[config.mk]
export PLATFORM = sky130hd
export DESIGN_NAME = fclcb_bank
export DESIGN_NICKNAME = d
export VERILOG_FILES = /design/src/fclcb_pkg.sv /design/src/fclcb_bank.sv
export SDC_FILE = /design/constraint.sdc
export NUM_CORES = 1
export LEC_CHECK = 0
export BUFFER_PORTS_ARGS = -buffer_cell sky130_fd_sc_hd__buf_2
export CAP_MARGIN = 15
export CELL_PAD_IN_SITES_DETAIL_PLACEMENT = 1
export CELL_PAD_IN_SITES_GLOBAL_PLACEMENT = 2
export CORE_ASPECT_RATIO = 1.2
export CORE_UTILIZATION = 35
export DETAILED_ROUTE_END_ITERATION = 6
export PLACE_DENSITY_LB_ADDON = 0.1
export SYNTH_ARGS = -nofsm -noshare
export SYNTH_HDL_FRONTEND = slang
export SYNTH_SLANG_ARGS = --single-unit
[constraint.sdc]
create_clock -name mclk_i -period 2.63 [get_ports mclk_i]
set_clock_uncertainty 0.05 [all_clocks]
set_input_delay 0.526 -clock mclk_i [delete_from_list [all_inputs] [get_ports mclk_i]]
set_output_delay 0.526 -clock mclk_i [all_outputs]
set_load 0.03 [all_outputs]
[src/fclcb_pkg.sv]
package fclcb_pkg;

   // ----------------------------------------
   // Register offsets and reset values
   // ----------------------------------------
   localparam logic [7:0] FCLCB_OFS_SETTINGS_ONE = 8'h88;
   localparam logic [7:0] FCLCB_OFS_SETTINGS_TWO = 8'h8A;
   localparam logic [31:0] FCLCB_RST_SETTINGS_ONE = 32'h0000_0000;
   localparam logic [31:0] FCLCB_RST_SETTINGS_TWO = 32'h0000_0000;

   // ----------------------------------------
   // Field positions in settings word one
   // ----------------------------------------
   localparam int FCLCB_ACC_LSB = 25;
   localparam int FCLCB_DEC_SRC_BIT = 24;
   localparam int FCLCB_DEC_LSB = 19;
   localparam int FCLCB_PWM_FREQ_LSB = 15;
   localparam int FCLCB_PWM_MODE_BIT = 14;
   localparam int FCLCB_PULSE_SEL_LSB = 12;
   localparam int FCLCB_PULSE_DIV_LSB = 8;
   localparam int FCLCB_PULSE_STOP_BIT = 7;
   localparam int FCLCB_BACK_EMF_THR_LSB = 4;
   localparam int FCLCB_SURGE_EN_BIT = 3;
   localparam int FCLCB_DEADTIME_BIT = 2;
   localparam int FCLCB_SPEED_DIS_BIT = 1;

   // ----------------------------------------
   // Code limits
   // ----------------------------------------
   localparam logic [4:0] FCLCB_RATE_NO_LIMIT = 5'h1F;
   localparam logic [3:0] FCLCB_PWM_FREQ_MAX = 4'hA;
   localparam logic [2:0] FCLCB_BACK_EMF_THR_MAX = 3'h5;

   typedef enum logic [1:0] {
      FCLCB_PULSE_OPEN_CLOSED,
      FCLCB_PULSE_CLOSED_ONLY,
      FCLCB_PULSE_FIRST_RUN,
      FCLCB_PULSE_NA
   } fclcb_pulse_sel_t;

   // Decoded configuration handed to the motor control core
   typedef struct packed {
      logic [4:0] decel_rate_code;
      logic decel_unlimited;
      logic decel_applied;
      logic [3:0] pwm_output_frequency;
      logic pwm_freq_valid;
      logic pwm_discontinuous;
      logic [1:0] speed_pulse_select;
      logic pulse_in_open_loop;
      logic pulse_first_run_only;
      logic [3:0] speed_pulse_divider;
      logic speed_pulse_stop_config;
      logic [2:0] pulse_stop_backemf_threshold;
      logic back_emf_thr_valid;
      logic surge_protection_enable;
      logic deadtime_comp_enable;
      logic speed_loop_disable;
   } fclcb_cfg_t;

   typedef struct packed {
      logic [31:0] settings_one;
      logic [31:0] settings_two;
      logic [31:0] rdata;
      logic hit;
      fclcb_cfg_t cfg;
   } fclcb_state_t;

endpackage

[src/fclcb_bank.sv]
`timescale 1ns/10ps
// Function
// RULE_01 - Deceleration code used only with surge protection off and source select zero.
// RULE_02 - Source select one makes deceleration follow the acceleration rate code.
// RULE_03 - Deceleration code is bits 23:19; all-ones code means no limit.
// RULE_04 - PWM frequency bits 18:15, 10 kHz plus 5 kHz per code to Ah.
// RULE_05 - Bit 14 picks continuous or discontinuous space vector modulation.
// RULE_06 - Pulse select bits 13:12: both loops, closed only, or first-run open.
// RULE_07 - Pulse divider bits 11:8 divides by code; zero and one divide by one.
// RULE_08 - Bit 7 stops pulses once back-EMF falls below threshold.
// RULE_09 - Back-EMF threshold bits 6:4, codes 0 to 5 valid.
// RULE_10 - Bit 3 enables surge protection.
// RULE_11 - Bit 2 enables dead-time compensation.
// RULE_12 - Bit 1 disables speed loop, entering torque mode.
// RULE_13 - Second settings word sits at 8Ah and resets to zero.
// RULE_14 - Reserved bit 0 is stored but steers nothing.
module fclcb_bank
   import fclcb_pkg::*;
(
   input wire logic mclk_i, // 20 MHz clock
   input wire logic sys_rst_i, // Synchronous reset, high
   input wire logic [7:0] reg_addr_i, // Register byte offset
   input wire logic reg_wr_i, // Write strobe
   input wire logic reg_rd_i, // Read strobe
   input wire logic [31:0] reg_wdata_i, // Write data
   output logic [31:0] reg_rdata_o, // Read data, registered
   output logic reg_hit_o, // Last read hit a register
   output fclcb_cfg_t cfg_o, // Decoded settings
   output logic [31:0] settings_two_o // Second settings word
);

   fclcb_state_t s_q;
   fclcb_state_t s_d;

   // Which settings word an offset selects
   typedef enum logic [1:0] {
      FCLCB_SEL_NONE,
      FCLCB_SEL_ONE,
      FCLCB_SEL_TWO
   } fclcb_word_sel_t;

   // ----------------------------------------
   // Address and read helpers
   // ----------------------------------------

   function automatic fclcb_word_sel_t fclcb_word_sel(input logic [7:0] addr);
      fclcb_word_sel_t sel;
      sel = FCLCB_SEL_NONE;
      if (addr == FCLCB_OFS_SETTINGS_ONE) begin
         sel = FCLCB_SEL_ONE;
      end
      // RULE_13 second word offset
      if (addr == FCLCB_OFS_SETTINGS_TWO) begin
         sel = FCLCB_SEL_TWO;
      end
      return sel;
   endfunction

   // Unmapped reads return zero with no hit, so software sees a clean value
   function automatic logic [32:0] fclcb_read_mux(input fclcb_word_sel_t sel,
      input fclcb_state_t s);
      logic [32:0] r;
      r = {1'b0, 32'h0000_0000};
      case (sel)
         FCLCB_SEL_ONE: begin
            r = {1'b1, s.settings_one};
         end
         FCLCB_SEL_TWO: begin
            r = {1'b1, s.settings_two};
         end
         default: begin
            r = {1'b0, 32'h0000_0000};
         end
      endcase
      return r;
   endfunction

   // ----------------------------------------
   // Field helpers
   // ----------------------------------------

   // The acceleration and deceleration fields share one five-bit rate layout
   function automatic logic [4:0] fclcb_rate_field(input logic [31:0] w, input int lsb);
      return w[lsb +: 5];
   endfunction

   // RULE_02 acceleration code reuse
   function automatic logic [4:0] fclcb_decel_code(input logic [31:0] w);
      logic [4:0] code;
      code = fclcb_rate_field(w, FCLCB_ACC_LSB);
      if (!w[FCLCB_DEC_SRC_BIT]) begin
         // RULE_03 deceleration field
         code = fclcb_rate_field(w, FCLCB_DEC_LSB);
      end
      return code;
   endfunction

   // RULE_03 all-ones lifts limit
   function automatic logic fclcb_rate_unlimited(input logic [4:0] code);
      return code == FCLCB_RATE_NO_LIMIT;
   endfunction

   // RULE_01 deceleration source gating
   function automatic logic fclcb_decel_applied(input logic [31:0] w);
      // Surge protection or the source select each take the ramp-down away from this code
      return !w[FCLCB_SURGE_EN_BIT] && !w[FCLCB_DEC_SRC_BIT];
   endfunction

   // Out-of-range codes are flagged, not clipped, so a read-back still shows what was written
   function automatic logic fclcb_code_ok(input logic [3:0] code, input logic [3:0] max);
      return code <= max;
   endfunction

   // RULE_06 pulse select match
   function automatic logic fclcb_pulse_is(input logic [31:0] w, input fclcb_pulse_sel_t sel);
      // Code 3 matches neither select and leaves both flags low
      return fclcb_pulse_sel_t'(w[FCLCB_PULSE_SEL_LSB +: 2]) == sel;
   endfunction

   // RULE_07 zero divides by one
   function automatic logic [3:0] fclcb_pulse_div(input logic [3:0] code);
      logic [3:0] div;
      div = code;
      if (code == 4'h0) begin
         div = 4'h1;
      end
      return div;
   endfunction

   // ----------------------------------------
   // Field decode
   // ----------------------------------------

   // Decoded on the write and registered, so the core never sees a half-decoded word
   function automatic fclcb_cfg_t fclcb_decode(input logic [31:0] w);
      fclcb_cfg_t c;
      c = '0;
      // RULE_01 deceleration source gating
      c.decel_applied = fclcb_decel_applied(w);
      // RULE_02 reuse acceleration code
      c.decel_rate_code = fclcb_decel_code(w);
      // RULE_03 no-limit flag
      c.decel_unlimited = fclcb_rate_unlimited(c.decel_rate_code);
      // RULE_04 PWM frequency code
      c.pwm_output_frequency = w[FCLCB_PWM_FREQ_LSB +: 4];
      // Codes above Ah pass through with the valid flag low
      c.pwm_freq_valid = fclcb_code_ok(w[FCLCB_PWM_FREQ_LSB +: 4], FCLCB_PWM_FREQ_MAX);
      // RULE_05 modulation scheme
      c.pwm_discontinuous = w[FCLCB_PWM_MODE_BIT];
      // RULE_06 pulse output select
      c.speed_pulse_select = w[FCLCB_PULSE_SEL_LSB +: 2];
      c.pulse_in_open_loop = fclcb_pulse_is(w, FCLCB_PULSE_OPEN_CLOSED);
      c.pulse_first_run_only = fclcb_pulse_is(w, FCLCB_PULSE_FIRST_RUN);
      // RULE_07 divider code
      c.speed_pulse_divider = fclcb_pulse_div(w[FCLCB_PULSE_DIV_LSB +: 4]);
      // RULE_08 pulse stop mode
      c.speed_pulse_stop_config = w[FCLCB_PULSE_STOP_BIT];
      // RULE_09 back-EMF threshold
      c.pulse_stop_backemf_threshold = w[FCLCB_BACK_EMF_THR_LSB +: 3];
      // Codes 6 and 7 pass through with the valid flag low
      c.back_emf_thr_valid =
         fclcb_code_ok({1'b0, w[FCLCB_BACK_EMF_THR_LSB +: 3]}, {1'b0, FCLCB_BACK_EMF_THR_MAX});
      // RULE_10 surge protection
      c.surge_protection_enable = w[FCLCB_SURGE_EN_BIT];
      // RULE_11 dead-time compensation
      c.deadtime_comp_enable = w[FCLCB_DEADTIME_BIT];
      // RULE_12 torque mode
      c.speed_loop_disable = w[FCLCB_SPEED_DIS_BIT];
      // RULE_14 bit 0 feeds no decode
      return c;
   endfunction

   // ----------------------------------------
   // Register access
   // ----------------------------------------
   always_comb begin
      s_d = s_q;
      if (reg_wr_i) begin
         case (fclcb_word_sel(reg_addr_i))
            FCLCB_SEL_ONE: begin
               s_d.settings_one = reg_wdata_i;
               s_d.cfg = fclcb_decode(reg_wdata_i);
            end
            // RULE_13 second word write
            FCLCB_SEL_TWO: begin
               s_d.settings_two = reg_wdata_i;
            end
            default: begin
               // Unmapped writes change nothing
               s_d.settings_one = s_q.settings_one;
            end
         endcase
      end
      // A write and a read in one cycle return the old word; read data holds until the next read
      if (reg_rd_i) begin
         {s_d.hit, s_d.rdata} = fclcb_read_mux(fclcb_word_sel(reg_addr_i), s_q);
      end
   end

   // One register stage for the whole state; reads and the decode share its timing
   always_ff @(posedge mclk_i) begin
      if (sys_rst_i) begin
         s_q.settings_one <= FCLCB_RST_SETTINGS_ONE;
         // RULE_13 reset to zero
         s_q.settings_two <= FCLCB_RST_SETTINGS_TWO;
         s_q.rdata <= 32'h0000_0000;
         s_q.hit <= 1'b0;
         // Keeps the decode equal to that of the reset word from the first edge
         s_q.cfg <= fclcb_decode(FCLCB_RST_SETTINGS_ONE);
      end else begin
         s_q <= s_d;
      end
   end

   // ----------------------------------------
   // Outputs
   // ----------------------------------------
   // All outputs come straight from the state register
   assign reg_rdata_o = s_q.rdata;
   assign reg_hit_o = s_q.hit;
   assign settings_two_o = s_q.settings_two;
   assign cfg_o = s_q.cfg;

endmodule

==> impl_results.md, run 1 <==
- Status: finished, final reports clean
- Wirelength per Cell: 19.5 um
- Metal-1 WL: about 7.4 mm
- Mapped cell area: around 5500 um^2
- # setup viols final: 0
- Clk Latency, worst-skew pair: 340 ps
- Achievable frequency: roughly 510 MHz
- Max-slew violation count: 0
- Initial antenna violation count: 1
- Placed Area: about 5800 um^2
- Worst slew margin: 63.6%
- R2r setup slk: about 1600 ps
- FILL cells: 1,793
- Post-synth EDFFs: 0
- Critical Path Source Type: input port
- Critical path endpoint: cfg_o[12]
- Share of cells above drive strength 1: between 30% and 40%
- Actual slew at the worst max-slew pin: 546 ps
- Design area: approximately 6100 um^2
- Clock transition at path regs: 70 ps
- Final ANT Viol Nets: 0
- I/O Pins: roughly 140
- Root Driver: clkbuf_16
- Worst r2r src: settings_two_o[27]
- Setup TNS: 0 ps
- Worst path required time: 2850 ps
- Global Route Usage Sum: 20.3%
- Detailed Routing Iterations Pass 1: 4
- Post-CTS Setup Inserts: 0
- Class of the worst hold path: input port to flip-flop
- Fin crit share: between 70% and 80%
- Depth of the worst register-to-register path: 3
- Final wirelength: ~16 mm
- Critical Path Start: reg_addr_i[5]
- Initial Utilization: ~36%
- Ys async rst share: 0%
- Clock buffer count from CTS: 9
- Arrival time at the worst endpoint: around 2200 ps
- Top Layer Used: met5
- Register bit total from synthesis: 112
- Leakage: around 2.7 nW
- Worst-case clock buffer depth: 2
- Worst r2r dst: reg_rdata_o[27]
- Maximum vdd drop: 0.262 mV
- # H-tree levels: 3
- Post-synth top flop: dfxtp_1
- Period minus WS final: just under 2000 ps
- Syn nets: ~620
- DRC viols: 0
- Met3 WL: 581 um
- # clock sinks: 112
- Cts-stage hold buffer count: 0
- Routability cong.: around 0.79
- Chip Height: 140 um
- Synth warnings: 0
- Vias per std cell: 5.33
- Fin. Hold Viols: 0
- Crit end category: flip-flop
- Mean post-synth cell area: roughly 9.6 um^2
- Vias: 4,305
- Critical path class: input port to flip-flop
- Area Growth Syn to Fin: 9.79%
- RSZ-0062 raised after global routing: false
- Port bufs: roughly 140
- First-pass GRT wire length: 25.5 mm
- Largest net degree at the start of global routing: 45
- Cells after synthesis: roughly 580
- Crit Path Max Fanout: 44
- DIE AREA: 16,300 um^2
- Die width: around 120 um
- Met2 WL post-DR: about 7.6 mm
- Max_cap viols: 0
- Power Density: about 550 nW/um^2
- Std-Cell Rows: between 40 and 50
- Distinct cell type count after synthesis: 38
- CTS tree: built
- Most frequent cells in the layout: buf_2, dfxtp_1, nor4_1
- Power Total: around 0.0034 W
- Sequential-to-total area share from yosys stat: between 40% and 50%
- Vias in the first global route: between 4k and 5k
- Net count, final: approximately 640
- Commonest non-fill, non-tap cell in the layout: buf_2
- DRT iter0 DRCs: between 150 and 200
- # diodes: 0
- Post-place setup slack: between 300 and 400 ps
- Core area: roughly 15,000 um^2
- # resized after CTS: 0
- Post-route setup slack: 665 ps
- DP Wirelength: roughly 11 mm
- GRT overflow: 0
power by group:
group / leakage (nW) / switching [W] / total, W / internal (W)
combinational: 1.62 / 0.000154 / 0.000232 / 0.0000777
sequential: 0.902 / 0.00000120 / 0.00170 / 0.00170
clock: 0.148 / 0.000616 / 0.00143 / 0.000814
total: 2.67 / 0.000772 / 0.00336 / 0.00259
logic make-up after synthesis:
| group | Yosys count | share of synthesized area [%] |
|---|---|---|
| flip-flops | 112 | 40.6 |
| AO/OA/AOI/OAI | 98 | 14.6 |
| multiplexers | 60 | 11.7 |
| AND/OR/NAND/NOR | 157 | 15.6 |
| buffers and inverters | 150 | 17.5 |
per-layer routing:
layer  global-route usage (%)  vias to the layer above
li1                         -                     2047
met1                     26.3                     2150
met2                     34.8                       97
met3                     3.18                        9
met4                     5.20                        2
met5                        0                        -
synth_stat cells, types with 4 or more instances:
cell,instances,area share [%]
nand2_1,26,1.8
nor4_1,41,4.6
a32oi_1,32,5.1
dfxtp_1,112,41
a211oi_1,5,0.68
a31o_1,24,3.8
buf_4,94,13
buf_2,10,0.91
mux2_2,35,7.1
buf_6,5,1.0
nor2_1,37,2.5
a31o_2,17,2.7
clkbuf_1,36,2.4
nand2b_1,30,3.4
nor2b_1,6,0.68
mux2i_1,25,4.5
a31oi_1,6,0.68
o21ai_0,6,0.54
nand4_1,4,0.45
area by class of cell:
type	instances	area [um^2]	share of cell area [%]
multi-input combinational	315	2350	38.8
sequential	112	2240	37.0
timing repair buffer	158	893	14.7
clock buffer	13	270	4.46
inverter	3	11.3	0.186
clock inverter	2	37.5	0.619
tap	204	255	4.21
state kept, by name, indices dropped and copies added (netlist names):
name / cells
cfg_o: 15
reg_hit_o: 1
settings_two_o: 32
s_q: 32
reg_rdata_o: 32
critical path: stages:
cell,delay (ps)
buf_2,130
or4b_2,660
buf_4,320
nor3_4,190
buf_4,180
mux2i_1,180
stage by stage:
| step | util [%] | cells | hold slack, ps |
|---|---|---|---|
| after floorplan | - | 577 | 383 |
| after global placement | 37.9 | 792 | 405 |
| after detailed placement | 37.9 | 792 | 410 |
| after CTS | 39.9 | 807 | 376 |
| after global routing | 39.9 | 807 | 392 |
| final | 39.9 | 807 | 383 |
how the worst min path moves through the flow:
stage	start	to	cells after the start	slack [ps]
after floorplan	s_q[103]	s_q[103]	2	380
after CTS	reg_wdata_i[3]	cfg_o[22]	2	380
final	reg_wdata_i[3]	cfg_o[22]	2	380
after detailed placement	s_q[105]	s_q[105]	2	410
after global routing	reg_wdata_i[3]	cfg_o[22]	2	390
after global placement	s_q[117]	s_q[117]	1	410
Power figures use the tool's default switching activity.
==> run 2: changes to the inputs <==
- CORE_UTILIZATION: 35 -> 29
- clock period: 2.63 -> 1.7 ns (I/O delays scaled with it)
==> run 2 against run 1 <==
Flip-flop and latch count did not move. Critical path depth did not move. Count of clock-buffer cells in the layout is 3 lower. Register-to-register slack worse by 910 ps. Hold slack lost 190 ps. Final cell count rose by 8.4%. Critical endpoint is now cfg_o[28]. Largest cell class unchanged.
==> impl_results.md, run 2 (synthesized netlist as in run 1, its figures left out) <==
- Status: finished, final reports clean
- Wirelength per Cell: 19.5 um
- # H-tree levels: 3
- CTS tree: built
- Worst r2r dst: reg_rdata_o[22]
- Power share of the clock group: a little over two fifths
- Port bufs: approximately 140
- DIE AREA: around 20,000 um^2
- Placed Area: between 6000 and 7000 um^2
- Largest net degree at the start of global routing: between 40 and 50
- Power Density: approximately 840 nW/um^2
- DRC viols: 0
- Std-Cell Rows: between 50 and 60
- Critical Path Start: reg_addr_i[5]
- Cts-stage hold buffer count: 0
- Clk Latency, worst-skew pair: ~350 ps
- Logic pwr share: under 10%
- Actual slew at the worst max-slew pin: 387 ps
- Clock buffer count from CTS: 9
- Chip Height: roughly 150 um
- Crit end category: flip-flop
- Routability cong.: 0.738
- Final core occ: roughly a third
- Post-CTS Setup Inserts: 0
- Design area: 6470 um^2
- Worst slew margin: 74.1%
- Vias per std cell: 5.00
- P_int: about 0.0041 W
- DRT iter0 DRCs: 222
- Max-slew violation count: 0
- Share of cells above drive strength 1: 41.6%
- Die width: approximately 130 um
- Arrival time at the worst endpoint: approximately 1900 ps
- Most frequent cells in the layout: buf_2, dfxtp_1, nor2_1
- Core area: ~18,000 um^2
- R2r setup slk: approximately 670 ps
- Critical path class: input port to flip-flop
- Sequential power share: about half
- Global Route Usage Sum: around 18%
- Initial Utilization: between 20% and 30%
- Max_cap viols: 0
- Commonest non-fill, non-tap cell in the layout: buf_2
- Post-route setup slack: between 15 and 20 ps
- Final ANT Viol Nets: 0
- Class of the worst hold path: input port to flip-flop
- Worst path required time: roughly 1900 ps
- Leakage: roughly 2.8 nW
- Vias: about 4.4k
- Clock transition at path regs: around 80 ps
- Vias in the first global route: approximately 4.6k
- I/O Pins: between 100 and 150
- Critical path endpoint: cfg_o[28]
- Depth of the worst register-to-register path: 3
- Psw: about 0.0013 W
- # setup viols final: 0
- First-pass GRT wire length: 26.6 mm
- Root Driver: clkbuf_16
- Fin crit share: between 90% and 100%
- Crit Path Max Fanout: 16
- Switch share: a little under a quarter
- Final wirelength: around 17 mm
- Critical Path Source Type: input port
- Detailed Routing Iterations Pass 1: 4
- Area Growth Syn to Fin: 17.2%
- # clock sinks: about 110
- Achievable frequency: slightly below 600 MHz
- Worst-case clock buffer depth: 2
- GRT overflow: 0
- Maximum vdd drop: around 0.43 mV
- Post-place setup slack: -329 ps
- Net count, final: 661
- Fin. Hold Viols: 0
- Hold path depth: 2
- Worst r2r src: settings_two_o[22]
- RSZ-0062 raised after global routing: true
- DP Wirelength: roughly 12 mm
- Period minus WS final: 1680 ps
- Initial antenna violation count: 2
## run 2: cell count changes in the layout (fill, tap and decap cells not counted), moves of 2 or more
cell      before  now
buf_4         17   23
nor4_2         0    6
buf_12         4   15
nor4_1        41   35
clkbuf_8       3    1
clkinv_4       0    2
## run 2: critical path: stages
cell and delay (ps):
buf_2 100, or4b_2 750, buf_12 200, nor3_4 170
buf_4 190, a311oi_1 100
## run 2: per-stage QoR
step	setup TNS, ps	hold WS, ps	power (W)	instances
floorplan	0	383	0.00288	577
global route	-7.47	179	0.00564	875
finish	0	192	0.00541	875
global placement	-16540	401	0.00310	858
detailed placement	-18200	398	0.00311	858
CTS	0	182	0.00551	874
## run 2: area by class of cell
cell class                      count  area, um^2
Inverter                            3        11.3
Clock buffer                       10         239
Multi-Input combinational cell    315        2400
Fill cell                        2101       12000
Antenna cell                        1        2.50
Clock inverter                      6        91.3
Sequential cell                   112        2240
Timing Repair Buffer              176        1170
Tap cell                          252         315
## run 2: routing by layer
layer	vias to the layer above	part of all wire, %	track usage [%]
met5	-	0.076	0
met4	2	1.2	5.10
met3	16	4.2	3.57
met2	100	48	29.7
met1	2172	46	22.7
li1	2086	-	-
## run 2: timing repair
| item | CTS | global route |
|---|---|---|
| gates resized for setup | 0 | 7 |
| endpoints found under the setup margin | 0 | 9 |
| hold endpoints to repair | 0 | 0 |
## run 2: power by group through the flow
stage | Sequential, W | Clock [W] | Combinational [W]
after floorplan | 0.00269 | 0 | 0.000197
final | 0.00262 | 0.00237 | 0.000422
after global routing | 0.00263 | 0.00256 | 0.000454
after global placement | 0.00269 | 0 | 0.000418
after detailed placement | 0.00269 | 0 | 0.000422
after CTS | 0.00262 | 0.00246 | 0.000424
## run 2: worst min-delay path by stage
| stage | startpoint | endpoint | slack, ps |
|---|---|---|---|
| floorplan | s_q[103] | s_q[103] | 380 |
| global placement | cfg_o[12] | cfg_o[12] | 400 |
| detailed placement | cfg_o[12] | cfg_o[12] | 400 |
| CTS | reg_wdata_i[3] | cfg_o[22] | 180 |
| global route | reg_wdata_i[3] | cfg_o[22] | 180 |
| finish | reg_wdata_i[3] | cfg_o[22] | 190 |
